--- src/hw/usc_pkg.sv ---
package usc_pkg;
    // register indexes; byte address is four times the index
    localparam int USC_IDX_RXDL = 0;
    localparam int USC_IDX_RXDH = 1;
    localparam int USC_IDX_TXDL = 2;
    localparam int USC_IDX_STATUS = 4;
    localparam int USC_IDX_CTL_A = 5;
    localparam int USC_IDX_CTL_B = 6;
    localparam int USC_ADR_W = 8;
    // status bit positions
    localparam int USC_ST_RX_DONE = 7;
    localparam int USC_ST_TX_DONE = 6;
    localparam int USC_ST_TX_EMPTY = 5;
    localparam int USC_ST_RXS = 4;
    localparam int USC_ST_ISF = 3;
    localparam int USC_ST_BRK = 1;
    localparam int USC_ST_WAIT = 0;
    localparam logic [7:0] USC_CTL_A_RST = 8'h00;
    localparam logic [7:0] USC_CTL_B_RST = 8'h00;
    localparam logic [1:0] USC_RXM_NORMAL = 2'h0;
    localparam logic [1:0] USC_RXM_DOUBLE = 2'h1;
    localparam logic [1:0] USC_RXM_GEN_AB = 2'h2;
    localparam logic [1:0] USC_RXM_LIN_AB = 2'h3;
    localparam logic [1:0] USC_LINK_ASYNC = 2'h0;
    localparam logic [1:0] USC_LINK_SYNC = 2'h1;
    localparam logic [1:0] USC_LINK_INFRA = 2'h2;
    localparam logic [1:0] USC_LINK_MSPI = 2'h3;
    localparam logic [1:0] USC_RS485_OFF = 2'h0;
    localparam logic [1:0] USC_RS485_EXT = 2'h1;
    localparam logic [1:0] USC_RS485_INT = 2'h2;
    localparam int USC_BREAK_BITS = 11;
    localparam int USC_SAMP_NORMAL = 16;
    localparam int USC_SAMP_DOUBLE = 8;
    localparam int USC_LIN_PAIR_NOM = 16;
    localparam int USC_LIN_PAIR_TOL = 3;
    localparam logic [7:0] USC_SYNC_CHAR = 8'h55;
    localparam int USC_RXBUF_DEPTH = 2;

    typedef enum logic [1:0] {
        USC_BRK_IDLE = 2'b00,
        USC_BRK_LOW = 2'b01,
        USC_BRK_SYNC = 2'b10
    } usc_brk_e;

    typedef struct packed {
        logic addr;
        logic frame_err;
        logic parity_err;
        logic [8:0] data;
    } usc_rx_frame_s;

    typedef struct packed {
        logic rx_done_irq_en;
        logic tx_done_irq_en;
        logic tx_empty_irq_en;
        logic start_irq_en;
        logic loopback_en;
        logic autobaud_err_irq_en;
        logic [1:0] rs485_mode;
    } usc_ctrl_a_s;

    typedef struct packed {
        logic receiver_on;
        logic transmitter_on;
        logic rsvd;
        logic start_detect_en;
        logic open_drain_en;
        logic [1:0] receive_speed_select;
        logic address_only_filter;
    } usc_ctrl_b_s;
endpackage : usc_pkg

--- src/hw/usc_status_ctrl.sv ---
// Function
// - rx done flag tracks unread buffer, flush clears
// - tx done set at frame end with buffer empty, cleared
// - buffer empty flag, reset one, cleared by write
// - start flag on standby falling edge, write-one clear
// - sync error flag, write-one clears to idle
// - break of eleven low bits then valid sync sets flag
// - wait command takes next low-high as break
// - three vectors follow flag and enable
// - start flag interrupt on receive vector
// - sync error interrupt on receive vector
// - loopback joins transmit to receive
// - decode rs485 field, external or internal driver
// - receiver enable, clearing flushes and resets autobaud
// - transmitter release waits until data drained
// - start detector wakes from idle or standby
// - open drain pulls low only
// - double speed divides by eight, async only
// - generic autobaud takes any valid baud
// - lin autobaud checks 16 plus minus 3, 0x55
// - address filter drops non-address frames
// - decode link mode field
//
// Decided for this implementation: the Wishbone interface to the registers.
`timescale 1ns/1ps
`default_nettype none
module usc_status_ctrl (
    input wire logic clk,
    input wire logic rst_n,
    input wire logic wb_cyc,
    input wire logic wb_stb,
    input wire logic wb_we,
    input wire logic [usc_pkg::USC_ADR_W-1:0] wb_adr,
    input wire logic [3:0] wb_sel,
    input wire logic [31:0] wb_dat_w,
    output logic [31:0] wb_dat_r,
    output logic wb_ack,
    input wire logic rxd_pin,
    output logic txd_out,
    output logic txd_oe,
    output logic line_driver_enable_pin,
    input wire logic [1:0] link_mode,
    input wire logic sleep_idle,
    input wire logic sleep_standby,
    output logic wake_req,
    input wire logic sample_tick,
    output logic rx_line,
    output logic rx_enable,
    output logic rx_flush,
    input wire logic rx_frame_stb,
    input wire usc_pkg::usc_rx_frame_s rx_frame,
    input wire logic tx_bit,
    input wire logic tx_shift_busy,
    input wire logic tx_frame_end,
    output logic tx_load,
    output logic [7:0] tx_data,
    input wire logic sync_stb,
    input wire logic [7:0] sync_byte,
    input wire logic sync_baud_ok,
    input wire logic [7:0] sync_pair_min,
    input wire logic [7:0] sync_pair_max,
    output logic autobaud_reset,
    input wire logic tx_done_vector_ack,
    output logic receive_vector,
    output logic tx_done_vector,
    output logic tx_empty_vector
);
    import usc_pkg::*;

    function automatic logic usc_hit(input logic [USC_ADR_W-1:0] a, input int idx);
        usc_hit = (a == USC_ADR_W'(idx * 4));
    endfunction : usc_hit

    usc_ctrl_a_s ctrl_a_r;
    usc_ctrl_b_s ctrl_b_r;
    usc_brk_e brk_r;
    usc_rx_frame_s rx_mem [USC_RXBUF_DEPTH];
    logic ack_r;
    logic [31:0] dat_r;
    logic tx_done_r, rxs_r, isf_r, brk_seen_r, brk_wait_r, ovf_r;
    logic tx_full_r, tx_active_r, tx_load_r;
    logic [7:0] tx_data_r;
    logic rx_wp_r, rx_rp_r;
    logic [1:0] rx_cnt_r;
    logic [2:0] rxd_s_r;
    logic rx_filt_r, rx_line_r, rx_prev_r;
    logic [3:0] samp_r, low_bits_r;
    logic rx_flush_r, ab_rst_r, wake_r, txd_r, txd_oe_r, drv_en_r;
    logic req, wr, rd, rx_fall, autobaud, lin, is_sync, mspi, bit_tick;
    logic rx_push, rx_pop, rx_done, tx_empty, sync_bad, isf_set, brk_seen_set, receiver_on_fall, isf_clr;
    logic [3:0] div_last;
    usc_rx_frame_s head;

    assign req = wb_cyc & wb_stb & ~ack_r;
    assign wr = req & wb_we & wb_sel[0];
    assign rd = req & ~wb_we;
    assign wb_ack = ack_r;
    assign wb_dat_r = dat_r;
    // link mode decode: sync and master spi are clocked modes
    assign mspi = (link_mode == USC_LINK_MSPI);
    assign is_sync = (link_mode == USC_LINK_SYNC) | mspi;
    assign autobaud = (ctrl_b_r.receive_speed_select == USC_RXM_GEN_AB) | lin;
    assign lin = (ctrl_b_r.receive_speed_select == USC_RXM_LIN_AB);
    assign receiver_on_fall = wr & usc_hit(wb_adr, USC_IDX_CTL_B) & ctrl_b_r.receiver_on & ~wb_dat_w[7];
    assign isf_clr = wr & usc_hit(wb_adr, USC_IDX_STATUS) & wb_dat_w[USC_ST_ISF];
    assign rx_done = (rx_cnt_r != 2'd0);
    assign tx_empty = ~tx_full_r;
    assign head = rx_mem[rx_rp_r];
    assign rx_fall = rx_prev_r & ~rx_line_r;

    always_ff @(posedge clk or negedge rst_n) begin
        if (!rst_n) begin
            ack_r <= 1'b0;
            dat_r <= 32'h0000_0000;
        end else begin
            ack_r <= req;
            if (rd) begin
                dat_r <= 32'h0000_0000;
                if (usc_hit(wb_adr, USC_IDX_STATUS)) begin
                    // command bit always reads zero
                    dat_r[7:0] <= {rx_done, tx_done_r, tx_empty, rxs_r & ctrl_b_r.start_detect_en, isf_r, 1'b0,
                        brk_seen_r, 1'b0};
                end else if (usc_hit(wb_adr, USC_IDX_CTL_A)) begin
                    dat_r[7:0] <= ctrl_a_r;
                end else if (usc_hit(wb_adr, USC_IDX_CTL_B)) begin
                    dat_r[7:0] <= ctrl_b_r;
                end else if (usc_hit(wb_adr, USC_IDX_RXDL)) begin
                    dat_r[7:0] <= rx_done ? head.data[7:0] : 8'h00;
                end else if (usc_hit(wb_adr, USC_IDX_RXDH)) begin
                    dat_r[7:0] <= rx_done ? {rx_done, ovf_r, 3'b000, head.frame_err, head.parity_err, head.data[8]}
                        : 8'h00;
                end else if (usc_hit(wb_adr, USC_IDX_TXDL)) begin
                    dat_r[7:0] <= tx_data_r;
                end
            end
        end
    end

    always_ff @(posedge clk or negedge rst_n) begin
        if (!rst_n) begin
            ctrl_a_r <= usc_ctrl_a_s'(USC_CTL_A_RST);
            ctrl_b_r <= usc_ctrl_b_s'(USC_CTL_B_RST);
        end else begin
            if (wr && usc_hit(wb_adr, USC_IDX_CTL_A)) begin
                ctrl_a_r <= usc_ctrl_a_s'(wb_dat_w[7:0]);
            end
            if (wr && usc_hit(wb_adr, USC_IDX_CTL_B)) begin
                ctrl_b_r <= usc_ctrl_b_s'({wb_dat_w[7:6], 1'b0, wb_dat_w[4:0]});
            end
        end
    end

    // pin input: three stages, change accepted when last two agree
    always_ff @(posedge clk or negedge rst_n) begin
        if (!rst_n) begin
            rxd_s_r <= 3'b111;
            rx_filt_r <= 1'b1;
            rx_line_r <= 1'b1;
            rx_prev_r <= 1'b1;
        end else begin
            rxd_s_r <= {rxd_s_r[1:0], rxd_pin};
            if (rxd_s_r[1] == rxd_s_r[2]) begin
                rx_filt_r <= rxd_s_r[2];
            end
            rx_line_r <= ctrl_a_r.loopback_en ? tx_bit : rx_filt_r;
            rx_prev_r <= rx_line_r;
        end
    end
    assign rx_line = rx_line_r;

    // bit timing for the break detector
    assign div_last = (ctrl_b_r.receive_speed_select == USC_RXM_DOUBLE && !is_sync)
        ? 4'(USC_SAMP_DOUBLE - 1) : 4'(USC_SAMP_NORMAL - 1);
    assign bit_tick = sample_tick & (samp_r >= div_last);
    always_ff @(posedge clk or negedge rst_n) begin
        if (!rst_n) begin
            samp_r <= 4'h0;
        end else if (rx_fall || bit_tick) begin
            samp_r <= 4'h0;
        end else if (sample_tick) begin
            samp_r <= samp_r + 4'h1;
        end
    end

    // sync field check: generic needs a valid baud, lin also the pattern and pair timing
    assign sync_bad = ~sync_baud_ok | (lin & ((sync_byte != USC_SYNC_CHAR)
        | (sync_pair_min < 8'(USC_LIN_PAIR_NOM - USC_LIN_PAIR_TOL))
        | (sync_pair_max > 8'(USC_LIN_PAIR_NOM + USC_LIN_PAIR_TOL))));
    assign isf_set = autobaud & (brk_r == USC_BRK_SYNC) & sync_stb & sync_bad;
    assign brk_seen_set = autobaud & (brk_r == USC_BRK_SYNC) & sync_stb & ~sync_bad;

    always_ff @(posedge clk or negedge rst_n) begin
        if (!rst_n) begin
            brk_r <= USC_BRK_IDLE;
            low_bits_r <= 4'h0;
        end else if (!ctrl_b_r.receiver_on || !autobaud || isf_clr) begin
            brk_r <= USC_BRK_IDLE;
            low_bits_r <= 4'h0;
        end else begin
            unique case (brk_r)
                USC_BRK_IDLE: begin
                    low_bits_r <= 4'h0;
                    if (!rx_line_r) begin
                        brk_r <= USC_BRK_LOW;
                    end
                end
                USC_BRK_LOW: begin
                    if (bit_tick && low_bits_r < 4'(USC_BREAK_BITS)) begin
                        low_bits_r <= low_bits_r + 4'h1;
                    end
                    if (rx_line_r) begin
                        // an armed wait accepts any width
                        brk_r <= (low_bits_r >= 4'(USC_BREAK_BITS) || brk_wait_r)
                            ? USC_BRK_SYNC : USC_BRK_IDLE;
                    end
                end
                USC_BRK_SYNC: begin
                    if (sync_stb) begin
                        brk_r <= USC_BRK_IDLE;
                    end
                end
                default: brk_r <= USC_BRK_IDLE;
            endcase
        end
    end

    // status flags: hardware set wins over a same-cycle clear
    always_ff @(posedge clk or negedge rst_n) begin
        if (!rst_n) begin
            tx_done_r <= 1'b0;
            rxs_r <= 1'b0;
            isf_r <= 1'b0;
            brk_seen_r <= 1'b0;
            brk_wait_r <= 1'b0;
        end else begin
            if (tx_frame_end && !tx_full_r) begin
                tx_done_r <= 1'b1;
            end else if (tx_done_vector_ack
                || (wr && usc_hit(wb_adr, USC_IDX_STATUS) && wb_dat_w[USC_ST_TX_DONE])) begin
                tx_done_r <= 1'b0;
            end
            if (ctrl_b_r.start_detect_en && sleep_standby && rx_fall && !mspi) begin
                rxs_r <= 1'b1;
            end else if (wr && usc_hit(wb_adr, USC_IDX_STATUS) && wb_dat_w[USC_ST_RXS]) begin
                rxs_r <= 1'b0;
            end
            if (isf_set) begin
                isf_r <= 1'b1;
            end else if (isf_clr) begin
                isf_r <= 1'b0;
            end
            if (brk_seen_set) begin
                brk_seen_r <= 1'b1;
            end else if (rx_push || !autobaud || (wr && usc_hit(wb_adr, USC_IDX_STATUS) && wb_dat_w[USC_ST_BRK])) begin
                brk_seen_r <= 1'b0;
            end
            if (wr && usc_hit(wb_adr, USC_IDX_STATUS) && wb_dat_w[USC_ST_WAIT]) begin
                brk_wait_r <= 1'b1;
            end else if (brk_r == USC_BRK_LOW && rx_line_r) begin
                brk_wait_r <= 1'b0;
            end
        end
    end

    // receive buffer, two frames deep
    assign rx_push = rx_frame_stb & ctrl_b_r.receiver_on & rx_cnt_r != 2'(USC_RXBUF_DEPTH)
        & ~(ctrl_b_r.address_only_filter & ~rx_frame.addr);
    assign rx_pop = rd & usc_hit(wb_adr, USC_IDX_RXDL) & rx_done;
    always_ff @(posedge clk) begin
        if (rx_push) begin
            rx_mem[rx_wp_r] <= rx_frame;
        end
    end
    always_ff @(posedge clk or negedge rst_n) begin
        if (!rst_n) begin
            rx_wp_r <= 1'b0;
            rx_rp_r <= 1'b0;
            rx_cnt_r <= 2'd0;
            ovf_r <= 1'b0;
        end else if (!ctrl_b_r.receiver_on) begin
            rx_wp_r <= 1'b0;
            rx_rp_r <= 1'b0;
            rx_cnt_r <= 2'd0;
            ovf_r <= 1'b0;
        end else begin
            if (rx_push) begin
                rx_wp_r <= ~rx_wp_r;
            end
            if (rx_pop) begin
                rx_rp_r <= ~rx_rp_r;
            end
            rx_cnt_r <= rx_cnt_r + 2'(rx_push) - 2'(rx_pop);
            if (rx_frame_stb && rx_cnt_r == 2'(USC_RXBUF_DEPTH) && !mspi) begin
                ovf_r <= 1'b1;
            end else if (rx_pop) begin
                ovf_r <= 1'b0;
            end
        end
    end

    // transmit buffer and enable handover
    always_ff @(posedge clk or negedge rst_n) begin
        if (!rst_n) begin
            tx_full_r <= 1'b0;
            tx_data_r <= 8'h00;
            tx_load_r <= 1'b0;
            tx_active_r <= 1'b0;
        end else begin
            tx_load_r <= 1'b0;
            if (wr && usc_hit(wb_adr, USC_IDX_TXDL) && tx_empty) begin
                tx_full_r <= 1'b1;
                tx_data_r <= wb_dat_w[7:0];
            end else if (tx_full_r && tx_active_r && !tx_shift_busy && !tx_load_r) begin
                tx_full_r <= 1'b0;
                tx_load_r <= 1'b1;
            end
            if (ctrl_b_r.transmitter_on) begin
                tx_active_r <= 1'b1;
            end else if (!tx_full_r && !tx_shift_busy && !tx_load_r) begin
                tx_active_r <= 1'b0;
            end
        end
    end
    assign tx_load = tx_load_r;
    assign tx_data = tx_data_r;

    // pin drive: open drain only pulls low, rs485 internal drives only while busy
    always_ff @(posedge clk or negedge rst_n) begin
        if (!rst_n) begin
            txd_r <= 1'b1;
            txd_oe_r <= 1'b0;
            drv_en_r <= 1'b0;
        end else begin
            txd_r <= ctrl_b_r.open_drain_en ? 1'b0 : tx_bit;
            txd_oe_r <= tx_active_r
                & ~(ctrl_b_r.open_drain_en & tx_bit)
                & ~(ctrl_a_r.rs485_mode == USC_RS485_INT & ~tx_shift_busy);
            drv_en_r <= (ctrl_a_r.rs485_mode == USC_RS485_EXT) & tx_shift_busy;
        end
    end
    assign txd_out = txd_r;
    assign txd_oe = txd_oe_r;
    assign line_driver_enable_pin = drv_en_r;

    always_ff @(posedge clk or negedge rst_n) begin
        if (!rst_n) begin
            rx_flush_r <= 1'b0;
            ab_rst_r <= 1'b0;
            wake_r <= 1'b0;
        end else begin
            rx_flush_r <= receiver_on_fall;
            ab_rst_r <= (receiver_on_fall & autobaud) | isf_clr;
            wake_r <= ctrl_b_r.start_detect_en & (sleep_idle | sleep_standby) & rx_fall;
        end
    end
    assign rx_flush = rx_flush_r;
    assign autobaud_reset = ab_rst_r;
    assign wake_req = wake_r;
    assign rx_enable = ctrl_b_r.receiver_on;

    assign receive_vector = (rx_done & ctrl_a_r.rx_done_irq_en)
        | (rxs_r & ctrl_b_r.start_detect_en & ctrl_a_r.start_irq_en)
        | (isf_r & ctrl_a_r.autobaud_err_irq_en);
    assign tx_done_vector = tx_done_r & ctrl_a_r.tx_done_irq_en;
    assign tx_empty_vector = tx_empty & ctrl_a_r.tx_empty_irq_en;

    property p_dre_clear;
        @(posedge clk) disable iff (!rst_n)
        (wr && usc_hit(wb_adr, USC_IDX_TXDL) && tx_empty) |=> !tx_empty_vector ##0 tx_full_r;
    endproperty
    a_dre_clear: assert property (p_dre_clear) else $error("empty flag not cleared by data write");
    property p_flush;
        @(posedge clk) disable iff (!rst_n)
        receiver_on_fall |=> rx_flush ##1 !rx_done;
    endproperty
    a_flush: assert property (p_flush) else $error("receiver disable did not flush");
    property p_txc;
        @(posedge clk) disable iff (!rst_n)
        (tx_frame_end && !tx_full_r && ctrl_a_r.tx_done_irq_en && !wr) |=> tx_done_vector;
    endproperty
    a_txc: assert property (p_txc) else $error("transmit complete not raised");
    property p_wait_read;
        @(posedge clk) disable iff (!rst_n)
        (rd && usc_hit(wb_adr, USC_IDX_STATUS)) |=> wb_ack && !wb_dat_r[USC_ST_WAIT];
    endproperty
    a_wait_read: assert property (p_wait_read) else $error("wait command bit read nonzero");
    property p_loop;
        @(posedge clk) disable iff (!rst_n)
        ctrl_a_r.loopback_en |=> rx_line == $past(tx_bit);
    endproperty
    a_loop: assert property (p_loop) else $error("loopback path broken");
    property p_odrain;
        @(posedge clk) disable iff (!rst_n)
        $past(ctrl_b_r.open_drain_en) && txd_oe |-> !txd_out;
    endproperty
    a_odrain: assert property (p_odrain) else $error("open drain drove high");
    property p_filter;
        @(posedge clk) disable iff (!rst_n)
        (rx_frame_stb && ctrl_b_r.address_only_filter && !rx_frame.addr && !rx_pop) |=> $stable(rx_cnt_r);
    endproperty
    a_filter: assert property (p_filter) else $error("non-address frame kept");
    property p_lin_bad;
        @(posedge clk) disable iff (!rst_n)
        (lin && brk_r == USC_BRK_SYNC && sync_stb && sync_byte != USC_SYNC_CHAR && ctrl_b_r.receiver_on && !isf_clr)
            |=> isf_r ##0 brk_r == USC_BRK_IDLE;
    endproperty
    a_lin_bad: assert property (p_lin_bad) else $error("bad sync not flagged");
    property p_transmitter_on_hold;
        @(posedge clk) disable iff (!rst_n)
        (tx_active_r && tx_shift_busy) |=> tx_active_r;
    endproperty
    a_transmitter_on_hold: assert property (p_transmitter_on_hold) else $error("transmitter released while busy");
    property p_te;
        @(posedge clk) disable iff (!rst_n)
        (ctrl_a_r.rs485_mode == USC_RS485_EXT && tx_shift_busy) |=> line_driver_enable_pin;
    endproperty
    a_te: assert property (p_te) else $error("external driver enable missing");
endmodule : usc_status_ctrl
`default_nettype wire

--- config.mk ---
export PLATFORM = sky130hd
export DESIGN_NAME = usc_status_ctrl
export DESIGN_NICKNAME = d
export VERILOG_FILES = /design/src/hw/usc_pkg.sv /design/src/hw/usc_status_ctrl.sv
export SDC_FILE = /design/constraint.sdc
export NUM_CORES = 1
export LEC_CHECK = 0
export ABC_AREA = 1
export BUFFER_PORTS_ARGS = -buffer_cell sky130_fd_sc_hd__clkbuf_2
export CAP_MARGIN = 40
export CORE_MARGIN = 2
export CORE_UTILIZATION = 25
export DETAILED_ROUTE_END_ITERATION = 8
export GPL_TIMING_DRIVEN = 0
export SETUP_SLACK_MARGIN = 0.4
export SYNTH_ARGS = -nofsm -noshare
export SYNTH_HDL_FRONTEND = slang
export SYNTH_SLANG_ARGS = --single-unit
--- constraint.sdc ---
create_clock -name clk -period 1.9 [get_ports clk]
set_input_delay 0.19 -clock clk [delete_from_list [all_inputs] [get_ports clk]]
set_output_delay 0.19 -clock clk [all_outputs]
set_load 0.005 [all_outputs]
==> impl_metrics.py, run 1 <==
metrics = {
    "outcome": {
        "status": "complete, no violations",
    },
    "synth": {
        "synth.distinct_cells": 40,
        "yosys_warnings": 0,
        "yosysTopAreaCellShare": 0.329,
        "synth_common_cells": "132 x nand2_1, 60 x dfrtp_1, 52 x inv_1",
        "netlist_instances": 508,
        "synth_top_area_cell": "dfrtp_1",
        "synth_edf_count": 22,
        "ys_seq_area_frac": 0.514,
        "synth_area_leaders": "dfrtp_1 33%, edfxtp_1 14%, nand2_1 11%, inv_1 4.3%, buf_4 4.1%",
        "synth_seq_cells": 89,
        "syn_area_um2": 4570,
        "syn_area_per_cell_um2": 8.99,
        "ys.flop_type": "dfrtp_1",
        "ys_async_sr_fraction": 0.753,
        "synth.most_common_cell": "nand2_1",
    },
    "worst_setup_path": {
        "reg2reg_to": "rx_cnt_r[1]",
        "ff2ff_path_depth": 10,
        "required_ps": 2140,
        "setup.worst_path.start_class": "flip-flop",
        "cp_max_fo": 2,
        "arrival_ps": 1840,
        "r2r_slack_ps": 290,
        "worstSetupPathType": "flip-flop to flip-flop",
        "reg2reg_from": "wb_ack",
        "end_kind": "flip-flop",
    },
    "routing": {
        "wl_per_cell_um": 13.7,
        "dr.pass1.iters": 4,
        "drt-total-wl_um": 12200,
        "drc": 0,
        "drt_first_iter_violations": 166,
        "avgViaCountPerCell": 4.21,
        "via_count": 3754,
        "drtAntennaViolNets": 0,
    },
    "pwr": {
        "p_int_mw": 3.33,
        "comb_power_share": 0.083,
        "p_seq_frac": 0.478,
        "clock_power_share": 0.439,
        "power_switching_mw": 0.988,
        "p_sw_frac": 0.229,
        "power_per_cell_area_nw_per_um2": 711,
        "irDropWorstVdd_mv": 0.402,
        "cellLeakagePower_nw": 3.00,
    },
    "cells_and_area": {
        "fin_area_um2": 6070,
        "fin_cells": 892,
        "fin_nets": 761,
        "seq_area_um2": 2350,
        "fill_cells": 1904,
        "antenna_cells": 0,
        "drive_gt1_frac": 0.373,
        "syn2layout_area_growth_pct": 32.9,
        "multi_input_area_um2": 1970,
    },
    "sta": {
        "holdWs_ps": 24.3,
        "fmax_mhz": 622,
        "fin_ws_ps": 293,
        "finalCritPeriodShare": 0.846,
        "skew_ps": 7.91,
        "hold_viol": 0,
        "rsz0062_at_grt": "true",
        "slew_viol_final": 0,
        "fin_crit_ps": 1610,
        "setup_violations": 0,
        "tns_ps": 0,
    },
    "floorplanning": {
        "row_count": 49,
        "core-area_um2": 18000,
        "die_w_um": 139,
        "dieArea_um2": 19400,
        "start_util": 0.254,
        "dieHeight_um": 139,
        "ioPinCount": 151,
    },
    "place": {
        "io_buffer_count": 97,
        "dpl_worst_slack_ps": 52.1,
        "dp.cells": 860,
        "place_hpwl_um": 9420,
        "place_area_um2": 5490,
        "gp_congestion": 0.862,
    },
    "min_path": {
        "hold_path_startpoint": "tx_done_vector_ack",
        "worstHoldPathCells": 2,
        "worst_hold_path_type": "input port to flip-flop",
        "min_to": "tx_done_r",
    },
    "clock_network": {
        "numCtsBuffers": 9,
        "cts_max_path_buffers": 2,
        "clkSinkCount": 89,
        "cts-htree-levels": 3,
        "tritoncts": "done",
        "cts_root_buf": "clkbuf_16",
        "clkLatencyLatePin_ps": 350,
        "path_clk_slew_ps": 60,
    },
    "global_routing": {
        "antenna_found_initial": 1,
        "busiest_layer": "met2",
        "grtUsageTotal": 0.132,
        "grt_use_met3": 0.0477,
        "use_met1": 0.168,
        "grt_pass1_vias": 3688,
        "met2_usage": 0.214,
        "grt_pass1_wl_um": 19700,
        "grt_max_degree": 47,
        "grt-ovfl-total": 0,
    },
    "job": {
        "cap_violations": 0,
    },
}
area by class of cell:
| cell class | instances | share of cell area |
|---|---|---|
| Tap cell | 229 | 0.0472 |
| Clock buffer | 10 | 0.0377 |
| Buffer | 34 | 0.0460 |
| Sequential cell | 89 | 0.387 |
| Inverter | 57 | 0.0352 |
| Multi-Input combinational cell | 351 | 0.325 |
| Timing Repair Buffer | 116 | 0.109 |
| Clock inverter | 6 | 0.0136 |
power groups by stage:
| stage | registers [mW] | clock network [mW] | logic (mW) |
|---|---|---|---|
| after floorplan | 2.09 | 0 | 0.181 |
| after global placement | 2.10 | 0 | 0.329 |
| after detailed placement | 2.10 | 0 | 0.345 |
| after CTS | 2.07 | 1.94 | 0.358 |
| after global routing | 2.07 | 2.01 | 0.404 |
| final | 2.06 | 1.89 | 0.357 |
worst max path at each step:
stage,slack [ps],endpoint,from
after CTS,270,rx_cnt_r[1],wb_ack
after detailed placement,50,rx_mem[0][1],rx_enable
after global routing,190,rx_cnt_r[1],wb_ack
after global placement,-100,rx_mem[1][1],rx_enable
after floorplan,290,rx_mem[1][0],rx_enable
final,290,rx_cnt_r[1],wb_ack
through the flow:
step / util / total power, mW
final: 0.338 / 4.32
after global routing: 0.338 / 4.49
after CTS: 0.335 / 4.37
after detailed placement: 0.305 / 2.44
after global placement: 0.303 / 2.43
after floorplan: - / 2.27
flip-flops by register name, indices dropped and copies added (netlist names), 2 cells and up:
signal / flops
brk_r: 2
ctrl_a_r: 8
ctrl_b_r: 6
low_bits_r: 4
rx_cnt_r: 2
rx_mem: 22
rxd_s_r: 3
samp_r: 4
tx_data: 8
wb_dat_r: 8
worst max-delay path: stages (launching register included):
cell and delay, ps:
dfrtp_1 380, nor2_2 120, inv_2 90, nor2_4 190, nand3_2 100, inv_2 70, ha_4 190, inv_2 60
ha_4 110, xor2_1 130, nor2_1 50
layer usage:
layer	wire (µm)	vias up
li1	-	1893
met1	5250	1734
met2	5870	113
met3	931	14
met4	187	0
met5	0	-
what timing repair did:
item | in CTS | in global routing
hold endpoints to repair | 17 | 0
setup buffers | 12 | 2
setup endpoints to repair | 35 | 17
pin swaps | 11 | 10
hold buffers | 2 | 0
gates resized for setup | 29 | 18
logic make-up (layout without fill, tap and decap cells):
logic type | Yosys count | after routing | share of synthesized area
xor gates and xnor gates | 7 | 7 | 0.0134
adders and majority gates | 6 | 6 | 0.0159
and+or+nand+nor | 236 | 236 | 0.249
other | 1 | 24 | 0.000821
AOI/OAI and AO/OA | 78 | 78 | 0.104
DFF | 89 | 89 | 0.514
buffers and inverters | 91 | 223 | 0.103
placed cells by master, fill, tap and decap left out, types with 5 or more instances in the layout:
cell,n
buf_6,8
nand2_2,8
a21oi_1,13
nand3_1,19
nor3_1,5
o21ai_1,16
inv_1,48
o21ai_2,19
nand3_2,5
o21ai_0,19
nor2_1,38
buf_4,40
clkbuf_16,9
conb_1,24
dfstp_2,7
dfrtp_1,59
nand2_1,127
clkbuf_2,96
inv_2,9
nor2_4,10
edfxtp_1,22
nand4_1,6
Power figures use the tool's default switching activity.
==> run 2, diff against run 1 <==
==> constraint.sdc (replaced) <==
create_clock -name clk -period 1.37 [get_ports clk]
set_input_delay 0.137 -clock clk [delete_from_list [all_inputs] [get_ports clk]]
set_output_delay 0.137 -clock clk [all_outputs]
set_load 0.005 [all_outputs]
==> run 2 against run 1 <==
Net effect: the run now ends with negative setup slack left; sequential share of layout area decreased by 4.8 points; count of clock-buffer cells in the layout increased by 2; first-iteration DRC count rose by 13%; critical path type unchanged; largest cell class unchanged.
==> impl_metrics.py, run 2 (synthesized netlist as in run 1, its figures left out) <==
metrics = {
    "pwr": {
        "power_per_cell_area_nw_per_um2": 886,
        "irDropWorstVdd_mv": 0.731,
        "p_sw_frac": 0.228,
        "comb_power_share": 0.097,
        "p_int_mw": 4.75,
        "cellLeakagePower_nw": 3.38,
        "power_switching_mw": 1.40,
        "p_seq_frac": 0.467,
        "clock_power_share": 0.436,
    },
    "sta": {
        "fmax_mhz": 633,
        "holdWs_ps": 8.42,
        "finalCritPeriodShare": 1.15,
        "rsz0062_at_grt": "true",
        "tns_ps": -7450,
        "hold_viol": 0,
        "setup_violations": 73,
        "skew_ps": 10.2,
        "fin_ws_ps": -210,
        "slew_viol_final": 0,
        "fin_crit_ps": 1580,
    },
    "global_routing": {
        "grt-ovfl-total": 0,
        "grt_pass1_wl_um": 20600,
        "grtUsageTotal": 0.137,
        "antenna_found_initial": 0,
        "grt_max_degree": 59,
        "grt_pass1_vias": 3977,
    },
    "routing": {
        "dr.pass1.iters": 4,
        "drtAntennaViolNets": 0,
        "via_count": 4070,
        "drt-total-wl_um": 13200,
        "avgViaCountPerCell": 4.28,
        "wl_per_cell_um": 13.9,
        "drc": 0,
        "drt_first_iter_violations": 188,
    },
    "floorplanning": {
        "dieArea_um2": 19400,
        "row_count": 49,
        "ioPinCount": 151,
        "die_w_um": 139,
        "core-area_um2": 18000,
        "start_util": 0.254,
        "dieHeight_um": 139,
    },
    "clock_network": {
        "cts-htree-levels": 3,
        "numCtsBuffers": 9,
        "clkLatencyLatePin_ps": 350,
        "clkSinkCount": 89,
        "tritoncts": "done",
        "path_clk_slew_ps": 70,
        "cts_root_buf": "clkbuf_16",
        "cts_max_path_buffers": 2,
    },
    "cells_and_area": {
        "drive_gt1_frac": 0.444,
        "fin_cells": 950,
        "final_cell_mix": "121 x nand2_1, 80 x clkbuf_2, 59 x dfrtp_1, 58 x buf_4, 47 x inv_1",
        "syn2layout_area_growth_pct": 51.9,
        "fill_cells": 1806,
        "top_register": "rx_mem",
        "mostFrequentLayoutCell": "nand2_1",
        "fin_nets": 819,
        "largest_reg_flops": 22,
        "antenna_cells": 0,
    },
    "place": {
        "dpl_worst_slack_ps": -314,
        "dp.cells": 858,
        "gp_congestion": 0.885,
        "place_hpwl_um": 9440,
        "io_buffer_count": 97,
    },
    "worst_setup_path": {
        "required_ps": 1610,
        "cp_max_fo": 2,
        "worstSetupPathType": "flip-flop to flip-flop",
        "setup.worst_path.start_class": "flip-flop",
        "end_kind": "flip-flop",
        "arrival_ps": 1810,
    },
    "job": {
        "cap_violations": 0,
    },
    "outcome": {
        "violations": "negative setup slack",
        "status": "finished, violations left",
    },
    "min_path": {
        "worst_hold_path_type": "input port to flip-flop",
    },
}
run 2: path summary, 6_finish.rpt:
| kind | startpoint | end | slack, ps | cells after the start |
|---|---|---|---|---|
| worst min register to register | rxd_s_r[0] | rxd_s_r[1] | 360 | 0 |
| min in group asynchronous | rst_n | low_bits_r[1] | 210 | 2 |
| worst max register to register | wb_ack | rx_cnt_r[1] | -210 | 10 |
| worst max-delay path | wb_ack | rx_cnt_r[1] | -210 | 10 |
| worst min-delay path | tx_frame_end | tx_done_r | 8 | 3 |
| max in group asynchronous | rst_n | rx_prev_r | 600 | 3 |
run 2: stage by stage:
stage / util / total power [mW] / instance area (µm²)
floorplan: - / 3.16 / 4770
global placement: 0.308 / 3.38 / 5540
detailed placement: 0.310 / 3.40 / 5570
CTS: 0.370 / 6.17 / 6650
global route: 0.386 / 6.42 / 6940
finish: 0.386 / 6.15 / 6940
run 2: timing repair:
action / 4_1_cts / 5_1_grt
hold buffers: 16 / 0
gates cloned: 4 / 0
gates resized for setup: 46 / 57
pin swaps: 25 / 23
buffers inserted: 37 / 19
endpoints found under the setup margin: 102 / 106
endpoints found under the hold margin: 86 / 0
run 2: worst max-delay path, cell delays in order (launching register included):
cell and delay (ps):
dfrtp_1 390, nor2_2 120, inv_2 70, nor2_4 170, nand3_2 100, inv_2 70
ha_4 200, inv_4 50, ha_4 120, xor2_1 140, nor2_1 60
run 2: power groups by stage:
stage / combinational (mW) / sequential (mW) / clock, mW
after global placement: 0.471 / 2.91 / 0
after detailed placement: 0.490 / 2.91 / 0
final: 0.595 / 2.87 / 2.68
after floorplan: 0.261 / 2.90 / 0
after global routing: 0.670 / 2.88 / 2.87
after CTS: 0.560 / 2.86 / 2.75
run 2: final cells by class:
type                    count  area, µm²  share of cell area
repair buffers            174       1330               0.191
plain buffers              34        303              0.0436
clock inverters             4       76.3              0.0110
flip-flops and latches     89       2350               0.338
inverters                  57        219              0.0315
well taps                 229        287              0.0413
multi-input cells         351       2130               0.307
clock buffers              12        246              0.0355
run 2: metal layers:
layer,global-route usage,vias up,part of all wire
met5,0,-,0
met2,0.228,127,0.49
met1,0.169,1912,0.43
met3,0.0394,21,0.065
li1,-,2010,-
met4,0.0494,0,0.021
==> run 3, diff against run 2 <==
==> constraint.sdc (replaced) <==
create_clock -name clk -period 1.37 [get_ports clk]
set_input_delay 0.2055 -clock clk [delete_from_list [all_inputs] [get_ports clk]]
set_output_delay 0.2055 -clock clk [all_outputs]
set_load 0.005 [all_outputs]
==> run 3 against run 2 <==
Net effect: sequential power is essentially flat; critical path depth did not move; combinational power is 1% lower; count of clock-buffer cells in the layout down 3; largest cell class unchanged; the run ends with negative hold slack, negative setup slack left; global-route usage is 0.42 points lower.
==> impl_metrics.py, run 3 (synthesized netlist as in run 1, its figures left out) <==
metrics = {
    "worst_setup_path": {
        "ff2ff_path_depth": 10,
        "r2r_slack_ps": -280,
        "cp_max_fo": 5,
        "reg2reg_to": "isf_r",
        "setup.worst_path.start_class": "flip-flop",
        "arrival_ps": 1890,
        "end_kind": "flip-flop",
        "required_ps": 1610,
        "reg2reg_from": "wb_ack",
        "worstSetupPathType": "flip-flop to flip-flop",
    },
    "cells_and_area": {
        "fin_nets": 797,
        "fill_cells": 1816,
        "antenna_cells": 0,
        "drive_gt1_frac": 0.469,
        "syn2layout_area_growth_pct": 47.7,
        "largest_reg_flops": 22,
        "final_cell_mix": "110 x nand2_1, 79 x clkbuf_2, 59 x buf_4, 57 x dfrtp_1, 46 x inv_1",
        "mostFrequentLayoutCell": "nand2_1",
        "utilization": 0.376,
        "top_register": "rx_mem",
    },
    "clock_network": {
        "hold_buffers": 1,
        "cts_root_buf": "clkbuf_16",
        "tritoncts": "done",
        "cts-htree-levels": 3,
        "clkLatencyLatePin_ps": 350,
        "numCtsBuffers": 9,
        "cts_max_path_buffers": 2,
        "clkSinkCount": 89,
        "path_clk_slew_ps": 70,
    },
    "routing": {
        "via_count": 3965,
        "drt-total-wl_um": 12900,
        "drc": 0,
        "dr.pass1.iters": 5,
        "avgViaCountPerCell": 4.27,
        "drtAntennaViolNets": 0,
        "wl_per_cell_um": 13.9,
        "drt_first_iter_violations": 143,
    },
    "pwr": {
        "clock_power_share": 0.406,
        "p_seq_frac": 0.493,
        "power_per_cell_area_nw_per_um2": 862,
        "p_sw_frac": 0.257,
        "cellLeakagePower_nw": 3.27,
        "p_int_mw": 4.32,
        "comb_power_share": 0.101,
        "irDropWorstVdd_mv": 0.656,
        "power_switching_mw": 1.50,
    },
    "floorplanning": {
        "start_util": 0.254,
        "die_w_um": 139,
        "core-area_um2": 18000,
        "dieHeight_um": 139,
        "row_count": 49,
        "dieArea_um2": 19400,
        "ioPinCount": 151,
    },
    "global_routing": {
        "grtUsageTotal": 0.133,
        "grt_pass1_wl_um": 20100,
        "grt_pass1_vias": 3852,
        "grt_max_degree": 37,
        "grt-ovfl-total": 0,
        "antenna_found_initial": 0,
    },
    "sta": {
        "skew_ps": 13.6,
        "finalCritPeriodShare": 1.21,
        "fmax_mhz": 605,
        "rsz0062_at_grt": "true",
        "slew_viol_final": 0,
        "fin_ws_ps": -283,
        "setup_violations": 74,
        "fin_crit_ps": 1650,
        "holdWs_ps": -157,
        "hold_viol": 30,
        "tns_ps": -10260,
    },
    "outcome": {
        "status": "finished, violations left",
        "violations": "negative hold slack, negative setup slack",
    },
    "place": {
        "io_buffer_count": 97,
        "gp_congestion": 0.877,
        "place_hpwl_um": 9290,
    },
    "min_path": {
        "worst_hold_path_type": "input port to async pin",
    },
    "job": {
        "cap_violations": 0,
    },
}
==> run 3: area by class of cell <==
cell class / instances / area, µm² / share of cell area
Sequential cell: 89 / 2350 / 0.348
Multi-Input combinational cell: 351 / 2230 / 0.330
Timing Repair Buffer: 152 / 1080 / 0.160
Buffer: 34 / 304 / 0.0451
Tap cell: 229 / 287 / 0.0425
Clock buffer: 9 / 225 / 0.0334
Inverter: 57 / 219 / 0.0324
Clock inverter: 7 / 55.1 / 0.00816
==> run 3: power by group through the flow <==
stage / Sequential [mW] / Combinational [mW] / Clock, mW
6_report: 2.87 / 0.589 / 2.36
5_1_grt: 2.88 / 0.654 / 2.53
4_1_cts: 2.86 / 0.526 / 2.40
3_5_place_dp: 2.91 / 0.489 / 0
3_3_place_gp: 2.91 / 0.473 / 0
2_1_floorplan: 2.90 / 0.261 / 0
==> run 3: worst max path at each step <==
| stage | from | end |
|---|---|---|
| floorplan | wb_ack | rx_cnt_r[1] |
| finish | wb_ack | isf_r |
| global route | wb_ack | isf_r |
| detailed placement | wb_adr[1] | rx_cnt_r[1] |
| global placement | rst_n | rx_rp_r |
| CTS | rx_cnt_r[1] | rx_cnt_r[1] |
==> run 3: worst max-delay path: stages (launching register included) <==
cell and delay [ps]:
dfrtp_1 390, nor2_2 140, inv_2 60, buf_4 130
buf_6 120, nor2_8 190, nand3_4 150, buf_4 170
buf_6 110, nand2_2 40, nand2_1 40
==> run 3: what timing repair did <==
item | 4_1_cts | 5_1_grt
endpoints found under the hold margin | 31 | 30
gates resized for setup | 60 | 63
setup endpoints to repair | 106 | 108
cloned | 3 | 0
pin swaps | 28 | 25
setup buffers | 39 | 11
==> run 3: through the flow <==
stage / power [mW] / setup WS, ps / instance area (µm²) / cells
after floorplan: 3.16 / -166 / 4770 / 531
after global placement: 3.38 / -498 / 5550 / 857
after detailed placement: 3.40 / -327 / 5570 / 858
after CTS: 5.79 / -236 / 6450 / 917
after global routing: 6.06 / -349 / 6750 / 928
final: 5.82 / -283 / 6750 / 928
==> run 3: layer usage <==
metal / share of wire / vias up / wire length, µm / global-route usage
met5: 0 / - / 0 / 0
met2: 0.49 / 132 / 6320 / 0.217
met4: 0.016 / 0 / 212 / 0.0399
met1: 0.43 / 1844 / 5490 / 0.169
li1: - / 1972 / - / -
met3: 0.068 / 17 / 874 / 0.0404
